==> src/inc/reset_cause_pkg.sv <==
// constants of the reset cause flag block: register map, bit positions,
// values after reset and bus answer codes.
// assumes a 32-bit AXI4-Lite register bus with word-aligned offsets.
package reset_cause_pkg;

	// register byte offsets
	localparam logic [7:0] CAUSE_OFFSET      = 8'h00;
	localparam logic [7:0] EVENT_STAT_OFFSET = 8'h04;
	localparam logic [7:0] EVENT_CLR_OFFSET  = 8'h08;
	localparam logic [7:0] EVENT_EN_OFFSET   = 8'h0C;
	localparam logic [7:0] CONFIG_OFFSET     = 8'h10;

	// bit positions in the reset cause register
	localparam int OVF_BIT   = 7;
	localparam int UNF_BIT   = 6;
	localparam int PIN_BIT   = 3;
	localparam int INSTR_BIT = 2;
	localparam int PWR_BIT   = 1;
	localparam int BROWN_BIT = 0;

	localparam int CAUSE_W = 8;
	localparam int EVENT_W = 6;

	// implemented bits; bits 5 and 4 stay zero
	localparam logic [7:0] CAUSE_IMPL  = 8'hCF;
	// value after reset, as after a power-on reset
	localparam logic [7:0] CAUSE_RESET = 8'h0C;
	localparam logic [5:0] EVENT_RESET = 6'h00;
	localparam logic [5:0] EN_RESET    = 6'h00;
	localparam logic       CFG_RESET   = 1'b0;

	// event status bit positions
	localparam int EV_OVF   = 5;
	localparam int EV_UNF   = 4;
	localparam int EV_PIN   = 3;
	localparam int EV_INSTR = 2;
	localparam int EV_PWR   = 1;
	localparam int EV_BROWN = 0;

	// bus answers
	localparam logic [1:0] RESP_OKAY   = 2'h0;
	localparam logic [1:0] RESP_SLVERR = 2'h2;

endpackage : reset_cause_pkg

==> src/reset_cause_flags.sv <==
// reset cause flag register with an AXI4-Lite slave and event interrupt.
// assumes event strobes are one-cycle, synchronous to aclk, and that the
// surrounding reset logic acts on device_reset_request.
//
// Functional notes
// - A stack overflow sets bit 7, which holds until firmware writes zero.
// - A stack underflow sets bit 6, which holds until firmware writes zero.
// - A reset through the external pin clears bit 3; firmware may set it.
// - A reset instruction clears bit 2; firmware may write one to restore it.
// - A power-on reset clears bit 1 and software then writes it to one.
// - A brown-out reset clears bit 0 and software then writes it to one.
// - Power-on or brown-out puts bits 7 and 6 to zero, bits 3 and 2 to one.
// - Stack faults request a device reset only while the enable bit is set.
`timescale 1ns/1ns

module reset_cause_flags (
	// clock and reset
	input  wire logic        aclk,
	input  wire logic        aresetn,
	// write address channel
	input  wire logic [7:0]  awaddr,
	input  wire logic [2:0]  awprot,
	input  wire logic        awvalid,
	output logic             awready,
	// write data channel
	input  wire logic [31:0] wdata,
	input  wire logic [3:0]  wstrb,
	input  wire logic        wvalid,
	output logic             wready,
	// write response channel
	output logic [1:0]       bresp,
	output logic             bvalid,
	input  wire logic        bready,
	// read address channel
	input  wire logic [7:0]  araddr,
	input  wire logic [2:0]  arprot,
	input  wire logic        arvalid,
	output logic             arready,
	// read data channel
	output logic [31:0]      rdata,
	output logic [1:0]       rresp,
	output logic             rvalid,
	input  wire logic        rready,
	// reset cause strobes
	input  wire logic        power_on_event,
	input  wire logic        brownout_event,
	input  wire logic        pin_reset_event,
	input  wire logic        reset_instr_event,
	input  wire logic        stack_overflow_event,
	input  wire logic        stack_underflow_event,
	// outputs to the system
	output logic             device_reset_request,
	output logic             irq
);

	// stored state
	logic [7:0]  reset_cause_register;
	logic [5:0]  event_status;
	logic [5:0]  event_enable;
	logic        stack_fault_reset_enable;
	logic        aw_full;
	logic        w_full;
	logic [7:0]  aw_addr;
	logic [31:0] w_data;
	logic [3:0]  w_strb;

	// write path decode
	logic        aw_take;
	logic        w_take;
	logic        do_write;
	logic        next_aw_full;
	logic        next_w_full;
	logic        lane0;
	logic        wr_cause;
	logic        wr_clr;
	logic        wr_en;
	logic        wr_cfg;
	logic        wr_hit;

	assign aw_take      = awvalid & awready;
	assign w_take       = wvalid & wready;
	assign do_write     = aw_full & w_full & ~bvalid;
	assign next_aw_full = (aw_full & ~do_write) | aw_take;
	assign next_w_full  = (w_full & ~do_write) | w_take;
	assign lane0        = do_write & w_strb[0];
	assign wr_cause     = lane0 && aw_addr == reset_cause_pkg::CAUSE_OFFSET;
	assign wr_clr       = lane0 && aw_addr == reset_cause_pkg::EVENT_CLR_OFFSET;
	assign wr_en        = lane0 && aw_addr == reset_cause_pkg::EVENT_EN_OFFSET;
	assign wr_cfg       = lane0 && aw_addr == reset_cause_pkg::CONFIG_OFFSET;
	assign wr_hit       = aw_addr == reset_cause_pkg::CAUSE_OFFSET
		|| aw_addr == reset_cause_pkg::EVENT_STAT_OFFSET
		|| aw_addr == reset_cause_pkg::EVENT_CLR_OFFSET
		|| aw_addr == reset_cause_pkg::EVENT_EN_OFFSET
		|| aw_addr == reset_cause_pkg::CONFIG_OFFSET;

	// hardware set and clear per cause bit
	logic        pwr_init;
	logic [7:0]  hw_set;
	logic [7:0]  hw_clr;
	logic [7:0]  next_cause;

	assign pwr_init = power_on_event | brownout_event;

	always_comb begin
		hw_set = 8'h00;
		hw_clr = 8'h00;
		// power-on and brown-out outrank every other cause
		hw_set[reset_cause_pkg::OVF_BIT]   = stack_overflow_event & ~pwr_init;
		hw_clr[reset_cause_pkg::OVF_BIT]   = pwr_init;
		hw_set[reset_cause_pkg::UNF_BIT]   = stack_underflow_event & ~pwr_init;
		hw_clr[reset_cause_pkg::UNF_BIT]   = pwr_init;
		hw_set[reset_cause_pkg::PIN_BIT]   = pwr_init;
		hw_clr[reset_cause_pkg::PIN_BIT]   = pin_reset_event & ~pwr_init;
		hw_set[reset_cause_pkg::INSTR_BIT] = pwr_init;
		hw_clr[reset_cause_pkg::INSTR_BIT] = reset_instr_event & ~pwr_init;
		hw_clr[reset_cause_pkg::PWR_BIT]   = power_on_event;
		// the brown-out bit is undefined after power-on; it is cleared
		hw_clr[reset_cause_pkg::BROWN_BIT] = pwr_init;
	end

	// per bit: hardware event first, then firmware write, else hold
	genvar gi;
	generate
		for (gi = 0; gi < reset_cause_pkg::CAUSE_W; gi++) begin : g_bit
			assign next_cause[gi] = !reset_cause_pkg::CAUSE_IMPL[gi] ? 1'b0
				: hw_set[gi] ? 1'b1
				: hw_clr[gi] ? 1'b0
				: wr_cause ? w_data[gi]
				: reset_cause_register[gi];
		end
	endgenerate

	// event status: set wins over a clear in the same cycle
	logic [5:0]  ev_in;
	logic [5:0]  next_status;
	logic [5:0]  next_enable;

	assign ev_in = {stack_overflow_event, stack_underflow_event,
		pin_reset_event, reset_instr_event, power_on_event, brownout_event};
	assign next_status = (event_status & ~(wr_clr ? w_data[5:0] : 6'h00))
		| ev_in;
	assign next_enable = wr_en ? w_data[5:0] : event_enable;

	logic        stack_fault;
	assign stack_fault = (stack_overflow_event | stack_underflow_event)
		& stack_fault_reset_enable;

	// read decode
	logic        ar_take;
	logic        rd_hit;
	logic [31:0] rd_word;

	assign ar_take = arvalid & arready;
	assign rd_hit  = araddr == reset_cause_pkg::CAUSE_OFFSET
		|| araddr == reset_cause_pkg::EVENT_STAT_OFFSET
		|| araddr == reset_cause_pkg::EVENT_CLR_OFFSET
		|| araddr == reset_cause_pkg::EVENT_EN_OFFSET
		|| araddr == reset_cause_pkg::CONFIG_OFFSET;

	always_comb begin
		rd_word = 32'h0000_0000;
		unique case (araddr)
			reset_cause_pkg::CAUSE_OFFSET:
				rd_word = {24'h000000, reset_cause_register};
			reset_cause_pkg::EVENT_STAT_OFFSET:
				rd_word = {26'h0, event_status};
			reset_cause_pkg::EVENT_EN_OFFSET:
				rd_word = {26'h0, event_enable};
			reset_cause_pkg::CONFIG_OFFSET:
				rd_word = {31'h0, stack_fault_reset_enable};
			default:
				rd_word = 32'h0000_0000;
		endcase
	end

	// flag state
	always_ff @(posedge aclk) begin
		if (!aresetn) begin
			reset_cause_register     <= reset_cause_pkg::CAUSE_RESET;
			event_status             <= reset_cause_pkg::EVENT_RESET;
			event_enable             <= reset_cause_pkg::EN_RESET;
			stack_fault_reset_enable <= reset_cause_pkg::CFG_RESET;
			device_reset_request     <= 1'b0;
			irq                      <= 1'b0;
		end else begin
			reset_cause_register <= next_cause;
			event_status         <= next_status;
			event_enable         <= next_enable;
			if (wr_cfg) begin
				stack_fault_reset_enable <= w_data[0];
			end
			device_reset_request <= stack_fault;
			irq                  <= |(next_status & next_enable);
		end
	end

	// write channels
	always_ff @(posedge aclk) begin
		if (!aresetn) begin
			aw_full <= 1'b0;
			w_full  <= 1'b0;
			awready <= 1'b1;
			wready  <= 1'b1;
			aw_addr <= 8'h00;
			w_data  <= 32'h0000_0000;
			w_strb  <= 4'h0;
		end else begin
			aw_full <= next_aw_full;
			w_full  <= next_w_full;
			awready <= ~next_aw_full;
			wready  <= ~next_w_full;
			if (aw_take) begin
				aw_addr <= awaddr;
			end
			if (w_take) begin
				w_data <= wdata;
				w_strb <= wstrb;
			end
		end
	end

	// write response
	always_ff @(posedge aclk) begin
		if (!aresetn) begin
			bvalid <= 1'b0;
			bresp  <= reset_cause_pkg::RESP_OKAY;
		end else if (do_write) begin
			bvalid <= 1'b1;
			bresp  <= wr_hit ? reset_cause_pkg::RESP_OKAY
				: reset_cause_pkg::RESP_SLVERR;
		end else if (bready) begin
			bvalid <= 1'b0;
		end
	end

	// read channels
	always_ff @(posedge aclk) begin
		if (!aresetn) begin
			arready <= 1'b1;
			rvalid  <= 1'b0;
			rdata   <= 32'h0000_0000;
			rresp   <= reset_cause_pkg::RESP_OKAY;
		end else if (ar_take) begin
			arready <= 1'b0;
			rvalid  <= 1'b1;
			rdata   <= rd_word;
			rresp   <= rd_hit ? reset_cause_pkg::RESP_OKAY
				: reset_cause_pkg::RESP_SLVERR;
		end else if (rvalid && rready) begin
			arready <= 1'b1;
			rvalid  <= 1'b0;
		end
	end

	// checks
	ovf_sets_a: assert property (
		@(posedge aclk) disable iff (!aresetn)
		stack_overflow_event && !pwr_init |=> reset_cause_register[7]
		##1 (reset_cause_register[7] || $past(wr_cause) || $past(pwr_init)))
		else $error("stack overflow flag not set");

	unf_sets_a: assert property (
		@(posedge aclk) disable iff (!aresetn)
		stack_underflow_event && !pwr_init |=> reset_cause_register[6])
		else $error("stack underflow flag not set");

	unimpl_zero_a: assert property (
		@(posedge aclk) disable iff (!aresetn)
		rvalid && $past(ar_take) && $past(araddr) == 8'h00
		|-> rdata[5:4] == 2'h0 && reset_cause_register[5:4] == 2'h0)
		else $error("unimplemented cause bits not zero");

	pin_clears_a: assert property (
		@(posedge aclk) disable iff (!aresetn)
		pin_reset_event && !pwr_init |=> !reset_cause_register[3])
		else $error("pin reset flag not cleared");

	instr_clears_a: assert property (
		@(posedge aclk) disable iff (!aresetn)
		reset_instr_event && !pwr_init |=> !reset_cause_register[2])
		else $error("reset instruction flag not cleared");

	pwr_clears_a: assert property (
		@(posedge aclk) disable iff (!aresetn)
		power_on_event |=> !reset_cause_register[1]
		&& !reset_cause_register[0])
		else $error("power-on flag not cleared");

	brown_clears_a: assert property (
		@(posedge aclk) disable iff (!aresetn)
		brownout_event && !power_on_event && !wr_cause
		|=> !reset_cause_register[0]
		&& reset_cause_register[1] == $past(reset_cause_register[1]))
		else $error("brown-out flag wrong");

	pwr_init_a: assert property (
		@(posedge aclk) disable iff (!aresetn)
		pwr_init |=> reset_cause_register[7:6] == 2'h0
		&& reset_cause_register[3:2] == 2'h3)
		else $error("power init values wrong");

	fault_reset_a: assert property (
		@(posedge aclk) disable iff (!aresetn)
		##1 device_reset_request == ($past(stack_fault_reset_enable)
		&& ($past(stack_overflow_event) || $past(stack_underflow_event))))
		else $error("stack fault reset request wrong");

	hw_priority_a: assert property (
		@(posedge aclk) disable iff (!aresetn)
		wr_cause && !w_data[6] && stack_underflow_event && !pwr_init
		|=> reset_cause_register[6])
		else $error("firmware write beat hardware event");

endmodule : reset_cause_flags

==> config.mk <==
export PLATFORM = sky130hd
export DESIGN_NAME = reset_cause_flags
export DESIGN_NICKNAME = d
export VERILOG_FILES = /design/src/inc/reset_cause_pkg.sv /design/src/reset_cause_flags.sv
export SDC_FILE = /design/constraint.sdc
export NUM_CORES = 1
export LEC_CHECK = 0
export ABC_CLOCK_PERIOD_IN_PS = 3600
export BUFFER_PORTS_ARGS = -buffer_cell sky130_fd_sc_hd__buf_4
export CORE_MARGIN = 2
export CORE_UTILIZATION = 36
export CTS_BUF_LIST = sky130_fd_sc_hd__clkbuf_8
export CTS_CLUSTER_DIAMETER = 60
export CTS_CLUSTER_SIZE = 30
export DETAILED_ROUTE_END_ITERATION = 6
export PLACE_DENSITY_LB_ADDON = 0.1
export SYNTH_ARGS = -nofsm -noshare
export SYNTH_HDL_FRONTEND = slang
export SYNTH_SLANG_ARGS = --single-unit
==> constraint.sdc <==
create_clock -name aclk -period 3.6 [get_ports aclk]
set_clock_uncertainty 0.05 [all_clocks]
set_input_delay 0.54 -clock aclk [delete_from_list [all_inputs] [get_ports aclk]]
set_output_delay 0.54 -clock aclk [all_outputs]
set_load 0.005 [all_outputs]
==> summary.md <==
| Metric | Value |
|---|---|
| Initial Util | `36.59%` |
| Remaining antenna violation count | `0` |
| Largest family of logic cells by synthesized area | `simple AND/OR/NAND/NOR gates` |
| Die Height | `86.41 um` |
| Die X | `around 86 um` |
| Post-Route WL | `5483 um` |
| Antenna violations before repair | `0` |
| # setup viols final | `0` |
| Finished Layout Cells | `between 400 and 500` |
| Crit-path max FO | `6` |
| Post-CTS setup buffers | `0` |
| Yosys warns | `0` |
| Critical path startpoint category | `flip-flop` |
| Diode count | `0` |
| Fraction of registers with async set/reset | `0%` |
| Fin. Hold Viols | `0` |
| Synth Area per Inst | `8.858 sq um` |
| Placed cells | `399` |
| Synth area leader | `dfxtp_1` |
| Sequential Area | `1101 sq um` |
| CP max stage delay | `380 ps` |
| Total GRT Usage | `14.87%` |
| Hold Crit Class | `in2reg` |
| Simple-Gate Fraction of Synth Area | `21.70%` |
| Synth Area in Adders | `0%` |
| Period utilisation layout | `56.12%` |
| 1st-iter DRT viols | `100` |
| IO buf count | `54` |
| Mapped cell area | `between 2000 and 2500 sq um` |
| Yosys top cell area share | `45.04%` |
| Final worst slack | `1580 ps` |
| CTS resizes | `0` |
| Filler cells | `665` |
| First-pass GRT wire length | `8707 um` |
| Post-route setup TNS | `0 ps` |
| Grt total ovfl | `0` |
| Top post-synthesis cells by area | `dfxtp_1 45%, buf_4 8.0%, mux2i_1 7.0%` |
| Via count | `1,936` |
| DRC viols | `0` |
| Compound-Gate Fraction of Synth Area | `14.33%` |
| Num ports | `between 100 and 150` |
| WP data required | `3770 ps` |
| Hold slack | `382.1 ps` |
| WL per Instance | `between 10 and 15 um` |
| Worst Setup End Kind | `flip-flop` |
| Cells after synthesis | `between 200 and 300` |
| Vias in the first global route | `1,714` |
| Mux cell area share after synthesis | `7.881%` |
| Critical-path cell list | `nor4_4 > nand4b_2 > mux2i_1 > o32a_1 > a41oi_1` |
| Nets | `397` |
| Final RePlAce weighted congestion | `0.7971` |
| Vias per inst | `4.768` |
| Data arrival, critical path | `2190 ps` |
| Root Buffer | `clkbuf_8` |
| Core Region | `6681 sq um` |
| Total of max-cap violations | `0` |
| XOR/XNOR Fraction of Synth Area | `0%` |
| Setup CP Type | `reg2reg` |
| Clock buffer depth | `2` |
| Largest net degree at the start of global routing | `32` |
| Cts bufs inserted | `5` |
| Rows | `30` |
| CTS Hold Bufs | `0` |
| Pre-CTS setup slack | `about 1500 ps` |
| Slowest stage cell, crit path | `o32a_1` |
| Main synth FF type | `dfxtp_1` |
| Max-slew violations | `0` |
| Min cycle time layout | `between 2000 and 2500 ps` |
| Yosys cell types | `43` |
| Worst vdd ir | `about 0.00023 V` |
| Area of the die | `approximately 7500 sq um` |
| Slew headroom | `around 30%` |
| CTS tree | `yes` |
| Number of synthesized flops with an enable pin | `0` |
| Skew-Pair Late Insertion Delay | `310 ps` |
| RSZ-0062 raised after global routing | `false` |
| Flops & latches, synth | `55` |
| Layout cell share with drive strength beyond 1 | `23.01%` |
| Reg clk slew, reported paths | `approximately 100 ps` |
| Power density cells | `393.3 nW/um^2` |
| DRT Pass-1 Iters | `4` |
| Static Leakage | `1.290 nW` |
| Max Freq | `495.0 MHz` |
| Outcome | `finished clean` |
| Register area share after synthesis | `between 40% and 50%` |
| Worst-Margin Slew | `1051 ps` |
| DP Wirelength | `about 4000 um` |
| Htree depth | `2` |
| Syn-to-layout area delta | `18.73%` |
| Multi-input gate area | `about 1200 sq um` |
| Clock Sinks | `55` |
flip-flops by register name, indices dropped and copies added (netlist names):
| signal | count |
|---|---|
| bresp | 1 |
| w_full | 1 |
| event_enable | 6 |
| irq | 1 |
| awready | 1 |
| rdata | 8 |
| aw_addr | 8 |
| aw_full | 1 |
| wready | 1 |
| w_data | 8 |
| arready | 1 |
| rresp | 1 |
| device_reset_request | 1 |
| stack_fault_reset_enable | 1 |
| bvalid | 1 |
| rvalid | 1 |
| reset_cause_register | 6 |
| event_status | 6 |
| w_strb | 1 |
final cells by class:
type,count,share of cell area [%]
Multi-Input combinational cell,201,40.34
Sequential cell,55,37.93
Timing Repair Buffer,55,14.22
Tap cell,80,3.448
Clock buffer,6,2.845
Inverter,8,1.034
Clock inverter,1,0.1724
stage by stage:
stage	total power, mW	utilization (%)	cell area, sq um
after global placement	0.8055	42.13	2815
after global routing	1.196	43.45	2903
after CTS	1.149	43.45	2903
final	1.142	43.45	2903
after detailed placement	0.8065	42.13	2815
after floorplan	0.7625	-	2539
kinds of logic after synthesis:
logic type | after synthesis
AOI/OAI and AO/OA | 57
other | 1
and+or+nand+nor | 99
muxes | 19
buffers and inverters | 45
DFF | 55
synth_stat cells, types with 3 or more instances:
cell	n
a21oi_1	26
a32o_1	3
a32oi_1	4
buf_1	3
buf_4	26
clkbuf_1	8
dfxtp_1	55
inv_1	8
mux2i_1	17
nand2_1	31
nand2b_1	4
nand3_1	13
nor2_1	27
o21ai_0	12
worst max-delay path: cells and delay by family, from the launching register on:
kind             cells  cell delay, ps
multiplexers         1             220
AND/OR/NAND/NOR      2             730
flip-flops           1             340
AO/OA/AOI/OAI        2             590
routing by layer:
| metal | vias to the layer above | GRT usage [%] | wire [um] |
|---|---|---|---|
| li1 | 1009 | - | - |
| met1 | 861 | 21.72 | 2753 |
| met2 | 62 | 21.61 | 2328 |
| met3 | 4 | 4.095 | 343 |
| met4 | 0 | 3.835 | 58 |
| met5 | - | 0 | 0 |
where the power goes:
group | switching (mW) | leakage [nW] | internal, mW | total [mW]
clock network | 0.198 | 0.0470 | 0.152 | 0.349
logic | 0.0697 | 0.793 | 0.0651 | 0.135
registers | 0.0237 | 0.450 | 0.634 | 0.658
total | 0.291 | 1.29 | 0.851 | 1.14
final timing paths:
kind	slack [ps]	start	cells past startpoint	to
max reg2reg	1580	aw_addr[0]$_SDFFE_PN0P_	5	irq$_SDFF_PN0_
min	380	pin_reset_event	2	reset_cause_register[3]$_SDFFE_PP1P_
min reg2reg	410	rdata[0]$_SDFFE_PN0P_	2	rdata[0]$_SDFFE_PN0P_
max	1580	aw_addr[0]$_SDFFE_PN0P_	5	irq$_SDFF_PN0_
cell usage in the layout (no fill, tap or decap), types with 2 or more instances in the layout:
cell type | synthesis | layout
buf_4 | 26 | 55
nor2_1 | 27 | 27
nor3b_1 | 2 | 2
conb_1 | 1 | 26
a21boi_0 | 2 | 2
a31oi_1 | 2 | 2
and2_1 | 2 | 2
nand3_1 | 13 | 13
mux2i_1 | 17 | 17
o21ai_0 | 12 | 12
clkbuf_8 | 0 | 6
nand2b_1 | 4 | 4
a32o_1 | 3 | 3
a21oi_1 | 26 | 26
dfxtp_1 | 55 | 55
o21bai_1 | 2 | 2
nand2_1 | 31 | 31
mux2_2 | 2 | 2
a31o_2 | 2 | 2
inv_1 | 8 | 8
and3_1 | 2 | 2
nor3_1 | 2 | 2
a32oi_1 | 4 | 4
o32a_1 | 2 | 2
Power figures use the tool's default switching activity.
